$ cat src/logic/acs_pkg.sv
package acs_pkg;

	// Result and timing figures
	localparam int DATA_W = 16;
	localparam int CLK_MHZ = 100;
	// Conversion phase length per mode, in ns
	localparam int CONV_NS_FAST = 750;
	localparam int CONV_NS_NORMAL = 1000;
	localparam int CONV_NS_IMPULSE = 1250;
	// Internally timed acquisition in automatic mode, in ns
	localparam int ACQ_NS_AUTO = 250;
	localparam int CONV_CYC_FAST = (CONV_NS_FAST * CLK_MHZ) / 1000;
	localparam int CONV_CYC_NORMAL = (CONV_NS_NORMAL * CLK_MHZ) / 1000;
	localparam int CONV_CYC_IMPULSE = (CONV_NS_IMPULSE * CLK_MHZ) / 1000;
	localparam int ACQ_CYC_AUTO = (ACQ_NS_AUTO * CLK_MHZ) / 1000;
	localparam int CNT_W = 8;

	// Full-scale codes, MSB mask and reset result
	localparam logic [15:0] CODE_SB_MAX = 16'hFFFF;
	localparam logic [15:0] CODE_SB_MIN = 16'h0000;
	localparam logic [15:0] CODE_TC_MAX = 16'h7FFF;
	localparam logic [15:0] CODE_TC_MIN = 16'h8000;
	localparam logic [15:0] CODE_MSB = 16'h8000;
	localparam logic [15:0] RESULT_RST = 16'h0000;

	typedef enum logic [1:0] {
		MODE_FAST = 2'b00,
		MODE_NORMAL = 2'b01,
		MODE_IMPULSE = 2'b10
	} acs_mode_t;

	typedef enum logic [1:0] {
		ST_ACQ = 2'b00,
		ST_CONV = 2'b01,
		ST_AUTOACQ = 2'b10
	} acs_state_t;

	// Sample from the analog front end, with range flags
	typedef struct packed {
		logic [15:0] code;
		logic overRange;
		logic underRange;
	} acs_sample_t;

	// Data bus pins: output, and output enable (low drives)
	typedef struct packed {
		logic [15:0] dataOut;
		logic [15:0] dataOe;
	} acs_bus_t;

endpackage

$ cat src/logic/acs_conv_ctrl.sv
// Notes on behaviour
// - A conversion starts from a falling request on conversion_start_n, or by automatic reconversion in low-power mode while it is held low.
// - A running conversion finishes; new starts and power-down are ignored meanwhile.
// - Start works regardless of chip select and read.
// - Automatic mode: start held low while idle times acquisition, then reconverts.
// - Automatic reconversion only in the low-power mode, never fast or normal.
// - Self-repeating rate may slightly exceed the low-power mode's rated throughput.
// - Low-power mode enters reduced power after each conversion, through acquisition.
// - Interface keeps working during acquisition, low-power included.
// - Outputs float unless chip select and read are both low.
// - Serial output shares the parallel data pins.
// - Coding select chooses straight binary or twos complement.
// - Over full scale gives FFFF binary or 7FFF twos complement.
// - Under negative full scale gives 0000 binary or 8000 twos complement.
// - Normal mode takes starts at any spacing up to its rated rate.
`timescale 1ns/1ps
`default_nettype none

module acs_conv_ctrl (
	// Clock and reset
	input wire logic sys_clk,
	input wire logic sys_rst,
	// Conversion control pins
	input wire logic conversion_start_n,
	input wire logic power_down_in,
	input wire acs_pkg::acs_mode_t modeSel,
	input wire logic output_coding_select,
	// Analog front end sample
	input wire acs_pkg::acs_sample_t sampleIn,
	// Interface pins
	input wire logic chipSelect_n,
	input wire logic read_n,
	input wire logic serialSel,
	input wire logic serialShift,
	output acs_pkg::acs_bus_t busPins,
	// Status
	output logic busy,
	output logic lowPower,
	output logic sampleTake
);
	import acs_pkg::*;

	////////////////////////////////////////////////////////////////
	// Pin synchronisers: three stages, change taken when last two agree
	logic [2:0] startSync_reg, startSync_next;
	logic [2:0] pdSync_reg, pdSync_next;
	logic [2:0] csSync_reg, csSync_next;
	logic [2:0] rdSync_reg, rdSync_next;
	logic [2:0] shSync_reg, shSync_next;
	logic startLvl_reg, startLvl_next;
	logic pdLvl_reg, pdLvl_next;
	logic csLvl_reg, csLvl_next;
	logic rdLvl_reg, rdLvl_next;
	logic shLvl_reg, shLvl_next;

	always_comb begin
		startSync_next = {startSync_reg[1:0], conversion_start_n};
		pdSync_next = {pdSync_reg[1:0], power_down_in};
		csSync_next = {csSync_reg[1:0], chipSelect_n};
		rdSync_next = {rdSync_reg[1:0], read_n};
		shSync_next = {shSync_reg[1:0], serialShift};
		startLvl_next = (startSync_reg[2] == startSync_reg[1]) ? startSync_reg[2] : startLvl_reg;
		pdLvl_next = (pdSync_reg[2] == pdSync_reg[1]) ? pdSync_reg[2] : pdLvl_reg;
		csLvl_next = (csSync_reg[2] == csSync_reg[1]) ? csSync_reg[2] : csLvl_reg;
		rdLvl_next = (rdSync_reg[2] == rdSync_reg[1]) ? rdSync_reg[2] : rdLvl_reg;
		shLvl_next = (shSync_reg[2] == shSync_reg[1]) ? shSync_reg[2] : shLvl_reg;
	end

	always_ff @(posedge sys_clk) begin
		if (sys_rst) begin
			startSync_reg <= 3'h7;
			pdSync_reg <= 3'h0;
			csSync_reg <= 3'h7;
			rdSync_reg <= 3'h7;
			shSync_reg <= 3'h0;
			startLvl_reg <= 1'h1;
			pdLvl_reg <= 1'h0;
			csLvl_reg <= 1'h1;
			rdLvl_reg <= 1'h1;
			shLvl_reg <= 1'h0;
		end else begin
			startSync_reg <= startSync_next;
			pdSync_reg <= pdSync_next;
			csSync_reg <= csSync_next;
			rdSync_reg <= rdSync_next;
			shSync_reg <= shSync_next;
			startLvl_reg <= startLvl_next;
			pdLvl_reg <= pdLvl_next;
			csLvl_reg <= csLvl_next;
			rdLvl_reg <= rdLvl_next;
			shLvl_reg <= shLvl_next;
		end
	end

	////////////////////////////////////////////////////////////////
	// Conversion sequencer
	acs_state_t state_reg, state_next;
	logic [CNT_W-1:0] cnt_reg, cnt_next;
	logic startPrev_reg, startPrev_next;
	logic [15:0] result_reg, result_next;
	logic lowPower_reg, lowPower_next;
	logic powerDown_reg, powerDown_next;
	logic startFall;
	logic [CNT_W-1:0] convLen;
	logic [15:0] coded;

	// Falling edge of the filtered start level; cs and rd play no part
	assign startFall = startPrev_reg & ~startLvl_reg;

	always_comb begin
		case (modeSel)
			MODE_FAST: convLen = CNT_W'(CONV_CYC_FAST - 1);
			MODE_IMPULSE: convLen = CNT_W'(CONV_CYC_IMPULSE - 1);
			default: convLen = CNT_W'(CONV_CYC_NORMAL - 1);
		endcase
	end

	// Range clamp then coding; twos complement is the binary code with MSB flipped
	always_comb begin
		if (sampleIn.overRange) begin
			coded = output_coding_select ? CODE_SB_MAX : CODE_TC_MAX;
		end else if (sampleIn.underRange) begin
			coded = output_coding_select ? CODE_SB_MIN : CODE_TC_MIN;
		end else begin
			coded = output_coding_select ? sampleIn.code : (sampleIn.code ^ CODE_MSB);
		end
	end

	always_comb begin
		state_next = state_reg;
		cnt_next = cnt_reg;
		startPrev_next = startLvl_reg;
		result_next = result_reg;
		lowPower_next = lowPower_reg;
		powerDown_next = powerDown_reg;
		sampleTake = 1'b0;
		case (state_reg)
			ST_ACQ: begin
				// Power-down only honoured while idle
				powerDown_next = pdLvl_reg;
				if (startFall && !pdLvl_reg) begin
					// Any spacing is accepted; the conversion length sets the rate
					state_next = ST_CONV;
					cnt_next = convLen;
					sampleTake = 1'b1;
					lowPower_next = 1'b0;
				end else if (modeSel == MODE_IMPULSE && !startLvl_reg && !pdLvl_reg
					&& !startPrev_reg) begin
					// Start held low while idle: time acquisition internally
					state_next = ST_AUTOACQ;
					cnt_next = CNT_W'(ACQ_CYC_AUTO - 1);
				end
			end
			ST_CONV: begin
				// Start and power-down ignored until done
				if (cnt_reg == '0) begin
					state_next = ST_ACQ;
					result_next = coded;
					lowPower_next = (modeSel == MODE_IMPULSE);
				end else begin
					cnt_next = cnt_reg - 1'b1;
				end
			end
			ST_AUTOACQ: begin
				// Releasing start or leaving the mode stops the self-repeat
				if (startLvl_reg || modeSel != MODE_IMPULSE || pdLvl_reg) begin
					state_next = ST_ACQ;
				end else if (cnt_reg == '0) begin
					// Short internal acquisition may run above rated throughput
					state_next = ST_CONV;
					cnt_next = convLen;
					sampleTake = 1'b1;
					lowPower_next = 1'b0;
				end else begin
					cnt_next = cnt_reg - 1'b1;
				end
			end
			default: state_next = ST_ACQ;
		endcase
	end

	always_ff @(posedge sys_clk) begin
		if (sys_rst) begin
			state_reg <= ST_ACQ;
			cnt_reg <= '0;
			startPrev_reg <= 1'b1;
			result_reg <= RESULT_RST;
			lowPower_reg <= 1'b0;
			powerDown_reg <= 1'b0;
		end else begin
			state_reg <= state_next;
			cnt_reg <= cnt_next;
			startPrev_reg <= startPrev_next;
			result_reg <= result_next;
			lowPower_reg <= lowPower_next;
			powerDown_reg <= powerDown_next;
		end
	end

	assign busy = (state_reg == ST_CONV);
	assign lowPower = lowPower_reg | powerDown_reg;

	////////////////////////////////////////////////////////////////
	// Output interface, live in every phase so reads between conversions work
	logic [15:0] shift_reg, shift_next;
	logic shPrev_reg, shPrev_next;
	logic enable;
	acs_bus_t bus_reg, bus_next;

	assign enable = ~csLvl_reg & ~rdLvl_reg;

	always_comb begin
		shPrev_next = shLvl_reg;
		shift_next = shift_reg;
		if (!enable) begin
			shift_next = result_reg;
		end else if (shLvl_reg && !shPrev_reg) begin
			shift_next = {shift_reg[14:0], 1'b0};
		end
		bus_next.dataOut = result_reg;
		bus_next.dataOe = enable ? 16'h0000 : 16'hFFFF;
		if (serialSel) begin
			// Serial data leaves MSB first on bit 15 of the shared bus
			bus_next.dataOut = {shift_reg[15], 15'h0000};
		end
	end

	always_ff @(posedge sys_clk) begin
		if (sys_rst) begin
			shift_reg <= RESULT_RST;
			shPrev_reg <= 1'b0;
			bus_reg <= {RESULT_RST, 16'hFFFF};
		end else begin
			shift_reg <= shift_next;
			shPrev_reg <= shPrev_next;
			bus_reg <= bus_next;
		end
	end

	assign busPins = bus_reg;

endmodule // acs_conv_ctrl
`default_nettype wire

$ cat config.mk
export PLATFORM = sky130hd
export DESIGN_NAME = acs_conv_ctrl
export DESIGN_NICKNAME = d
export VERILOG_FILES = /design/src/logic/acs_pkg.sv /design/src/logic/acs_conv_ctrl.sv
export SDC_FILE = /design/constraint.sdc
export NUM_CORES = 1
export LEC_CHECK = 0
export BUFFER_PORTS_ARGS = -buffer_cell sky130_fd_sc_hd__buf_4
export CAP_MARGIN = 10
export CORE_ASPECT_RATIO = 1.75
export CORE_MARGIN = 3
export CORE_UTILIZATION = 55
export CTS_BUF_LIST = sky130_fd_sc_hd__clkbuf_8
export DETAILED_ROUTE_END_ITERATION = 12
export PLACE_DENSITY = 0.87
export SETUP_SLACK_MARGIN = 0.1
export SKIP_CTS_REPAIR_TIMING = 1
export SYNTH_ARGS = -nofsm -noshare
export SYNTH_HDL_FRONTEND = slang
export SYNTH_SLANG_ARGS = --single-unit
$ cat constraint.sdc
create_clock -name sys_clk -period 3 [get_ports sys_clk]
set_input_delay 0.3 -clock sys_clk [delete_from_list [all_inputs] [get_ports sys_clk]]
set_output_delay 0.3 -clock sys_clk [all_outputs]
set_load 0.1 [all_outputs]
# ---- Yosys cells after proc, flatten, opt, wreduce, memory -nomap -nowiden
# Cells that the tools add are included.
dict set report op_classes {
  add_sub_neg 1
  eq_ne 17
  muxes 31
  bitwise 7
  reduce_logical 20
}
# op count
set op_table {}
lappend op_table {{2-to-1 mux 16 bit} 9}
lappend op_table {{2-to-1 mux 8 bit} 5}
lappend op_table {{one-hot mux 8 bit (3 select lines)} 1}
lappend op_table {{one-hot mux 6 bit (2 select lines)} 1}
lappend op_table {{2-to-1 mux 2 bit} 5}
lappend op_table {{!= test 2 bit, second input constant} 5}
lappend op_table {{logical NOT 8 bit} 1}
lappend op_table {{subtractor 8 x 1 -> 8 bit, second input constant} 1}
lappend op_table {{2-to-1 mux 1 bit} 7}
lappend op_table {{!= test 3 bit, second input constant} 2}
lappend op_table {{one-hot mux 2 bit (3 select lines)} 1}
lappend op_table {{== test 1 bit} 5}
lappend op_table {{logical AND 1 bit} 5}
lappend op_table {{AND reduction 5 bit} 1}
lappend op_table {{== test 2 bit, second input constant} 2}
lappend op_table {{logical NOT 1 bit} 4}
lappend op_table {{logical NOT 2 bit} 2}
lappend op_table {{!= test 2 x 1 -> 1 bit, second input constant} 2}
lappend op_table {{NOT 1 bit} 4}
lappend op_table {{AND reduction 4 bit} 1}
lappend op_table {{one-hot mux 1 bit (3 select lines)} 1}
lappend op_table {{AND reduction 3 bit} 1}
lappend op_table {{nonzero test 3 bit} 1}
lappend op_table {{bitwise AND 1 bit} 2}
lappend op_table {{other kinds (6)} 7}
dict set report word_totals {
  register_bits 98
  output_inout_bits 35
}

# ---- Longest topological paths before layout
dict set report logic_depth {
  ltp_word 7
  ltp_mapped 8
}

# ---- Worst setup path after synthesis
# OpenSTA, ideal clock, no wires.
dict set report synth_timing {
  kind {register -> output}
  startpoint {register cnt_reg[0]}
  endpoint {output sampleTake}
  t_arrival_ns 3.163
  required_time_ns 2.700
  path_slack_ns -0.463
  path_stages_with_launch 6
  cell_sequence {dfxtp_1 > inv_1 > ha_1 > nor3b_2 > nand2_1 > o21ai_0}
}
dict set report synth_between {
  elab_chain_cells 4
}
# item line_no
set synth_lines {}
lappend synth_lines {{start: declaration} acs_conv_ctrl.sv:98} ;# logic [CNT_W-1:0] cnt_reg, cnt_next;
lappend synth_lines {{start signal: assignment} acs_conv_ctrl.sv:192} ;# cnt_reg <= cnt_next;
lappend synth_lines {{logical NOT 8 bit} acs_conv_ctrl.sv:168} ;# end else if (cnt_reg == '0) begin
lappend synth_lines {{2-to-1 mux 1 bit} acs_conv_ctrl.sv:168}
lappend synth_lines {{2-to-1 mux 1 bit} acs_conv_ctrl.sv:166} ;# if (startLvl_reg || modeSel != MODE_IMPULSE || pdLvl_reg) begin
lappend synth_lines {{one-hot mux 1 bit (2 select lines)} acs_conv_ctrl.sv:137} ;# case (state_reg)
lappend synth_lines {{end: declaration} acs_conv_ctrl.sv:39} ;# output logic sampleTake
# Every way passes these cells.

# ---- Worst setup path after layout
dict set report layout_timing {
  startpoint {register cnt_reg[0]}
  endpoint {register result_reg[6]}
}
dict set report layout_between {
  elab_chain_cells 2
}
# item line_no
set layout_lines {}
lappend layout_lines {{logical NOT 8 bit} acs_conv_ctrl.sv:156} ;# if (cnt_reg == '0) begin
lappend layout_lines {{AND reduction 2 bit (no line)} -}
lappend layout_lines {{end signal: assignment} acs_conv_ctrl.sv:194} ;# result_reg <= result_next;
lappend layout_lines {{end: declaration} acs_conv_ctrl.sv:100} ;# logic [15:0] result_reg, result_next;
# Every way passes these cells.
# A chain may end at the register's enable or synchronous reset.

==> results.ini <==
[synthesis]
most_common_cell_in_the_synthesized_netlist = sky130_fd_sc_hd__dfxtp_1
seq_area_frac_synth_pct = 45.98
synth_fp_nets = 426
ys_top_cells_by_count = 83 x sky130_fd_sc_hd__dfxtp_1, 42 x sky130_fd_sc_hd__nor2_1, 26 x sky130_fd_sc_hd__a21oi_1, 23 x sky130_fd_sc_hd__nand2_1, 23 x sky130_fd_sc_hd__o21ai_0
netlist.top_cell.by_area = sky130_fd_sc_hd__dfxtp_1
postSynthCellCount = 391
synthTopCellsByArea = sky130_fd_sc_hd__dfxtp_1 46%, sky130_fd_sc_hd__nor2_1 4.4%, sky130_fd_sc_hd__a311oi_1 3.9%
ffs_w_async_s_r_synth_pct = 0
synth.yosys.warnings = 0
syn_area_per_cell_um2 = 9.242
synth.distinct_cells = 63
dominantRegCellSynth = sky130_fd_sc_hd__dfxtp_1
synth_largest_type_area_fraction_pct = 45.98
synth.ff_latch_count = 83
post_synth_edffs = 0
syn-cell-area_um2 = 3613

[finish]
insertedDiodeCount = 0
largest_register_ff_count = 17
syn_to_final_growth_pct = 16.10
post_route_cells_drive_above_1_share_pct = 26.16
finish.net_count = 463

[sta]
hold_viol = 0
final_max_slew_viol_count = 0
final_period_minus_worst_setup_slack_ns = 2.420
layout_worst_path_cycle_share_pct = 80.66
fin_worst_hold_slack_ns = 0.1388
rsz0062_at_grt = false
achievable-frequency_mhz = 413.3
slew-limit-headroom_pct = 44.40
timing.final.setup_violations = 0
transition_at_the_pin_with_the_smallest_max_transition_slack_ns = 0.8340
setup-tns-final_ns = 0
timing.clock.skew_ns = 0.008601

[global_routing]
grtUsageTotal_pct = 22.04
grt_antenna_before_repair = 0
overflow = 0
grt_first_pass_wirelength_mm = 13.10
maximum_number_of_pins_on_one_net_before_global_route_repair = 67
first_global_vias = 2783

[power]
totalPowerFinal_uw = 2241
power.ir.vdd_worst_v = 0.0005156
p_per_area_nw_per_um2 = 534.1
leakage_uw = 0.001642

[setup_path]
cp_slowest_cell = sky130_fd_sc_hd__and3_1
worst-path-buf-inv = 2
setup.worst_path.class = flop to flop
worst-path-max-fanout = 20
path_delay_family = simple AND/OR/NAND/NOR gates
startpoint_class_of_the_critical_path = flop
endpoint_kind = flop
crit_required_ns = 3.25
crit_chain = inv_1 -> ha_1 -> nor3b_2 -> and3_1 -> buf_12 -> nor2_1 -> a211oi_1
cp.arrival_ns = 2.67
cpPeakStageDelay_ns = 0.77

[placement]
port_buffers = 63
gp_congestion = 0.8992
dp.final_hpwl_mm = 5.567

[routing]
ant_nets = 0
drt_pass1_iterations = 7
via_per_inst = 5.885
detail_route.iter0.violations = 292
drt-wirelength-per-cell_um = 15.47
postRouteWirelength_mm = 7.919
drcViolationCount = 0
vias = 3013

[die]
die_height_um = 113.2
dieArea_um2 = 7617
std_cell_rows = 38
fp.coreArea_um2 = 6276
initial_utilization_pct = 57.58
die-width_um = 67.27
design.portCount = 64

[clock_network]
clk_pin_slew_worst_paths_ns = 0.08
cts_root_buffer_type = sky130_fd_sc_hd__clkbuf_8
worstSkewPairLatency_ns = 0.35
ctsLongestPathBuffers = 2
htree_num_levels = 3
cts_tree = built
cts_made_buffers = 9
cts.sink_count = 83

[run]
max_cap_viol_count = 0

[hold_path]
hold_path.class = input port to flop

[status]
outcome = finished clean

[report_power, final]
part,switching (µW),leakage (µW),total [µW],internal (µW)
registers,23.8,0.000672,1150,1120
logic,177,0.000866,313,136
clock network,382,0.000104,782,400
[routing by layer]
metal	part of all wire (%)	vias to the layer above	track usage, %
met3	6.1	18	4.965
met2	53	125	37.39
li1	-	1455	-
met4	2.2	0	10.57
met5	0	-	0
met1	38	1415	25.38
[path summary, 6_finish.rpt]
path | start | end | slack [ns] | cells past startpoint
setup / recovery | cnt_reg[0]$_SDFFE_PP0P_ | result_reg[6]$_SDFFE_PP0P_ | 0.58 | 7
hold / removal | conversion_start_n | startSync_reg[0]$_SDFF_PP1_ | 0.14 | 2
setup reg to reg | cnt_reg[0]$_SDFFE_PP0P_ | result_reg[6]$_SDFFE_PP0P_ | 0.58 | 7
hold reg to reg | csSync_reg[0]$_SDFF_PP1_ | csSync_reg[1]$_SDFF_PP1_ | 0.42 | 1
[logic make-up after synthesis]
group	Yosys count	share of synthesized area, %
adder cells (fa/ha/maj)	6	2.078
flip-flops	83	45.98
AO/OA/AOI/OAI	117	24.03
multiplexers	3	0.8311
buffers and inverters	50	7.132
AND/OR/NAND/NOR	128	18.98
XOR/XNOR	4	0.9697
[final cells by class]
cell class                 count  area, µm²
clock buffer                  10      137.6
clock inverter                 5      52.55
fill                         512       2081
inverter                       9      33.78
multi-input combinational    258       1694
sequential                    83       1662
tap                           80      100.1
timing repair buffer          67      515.5
[through the flow]
step	worst slack (ns)	instance area [µm²]	util, %	std cells
global placement	0.7423	4005	63.82	497
finish	0.5802	4195	66.85	512
global route	0.3494	4195	66.85	512
floorplan	0.2908	3613	-	391
CTS	0.5860	4195	66.85	512
detailed placement	0.6442	4005	63.82	497
[placed cells by master (no fill, tap or decap), drive strengths merged, types with 3 or more instances in the layout]
cell	Yosys	layout
clkbuf	19	10
mux2i	3	3
or2	12	12
xnor2	3	3
dfxtp	83	83
nor3	3	3
nor2	43	43
nand3	5	5
a211oi	17	17
nor4	3	3
a2111oi	3	3
a21o	4	4
o21ai	23	23
nand2	23	23
ha	6	6
a31oi	3	3
a21oi	27	27
a311oi	16	16
buf	22	67
and2	16	16
nor2b	8	8
inv	8	10
clkinv	1	3
o32ai	3	3
(Power assumes the default switching activity.)
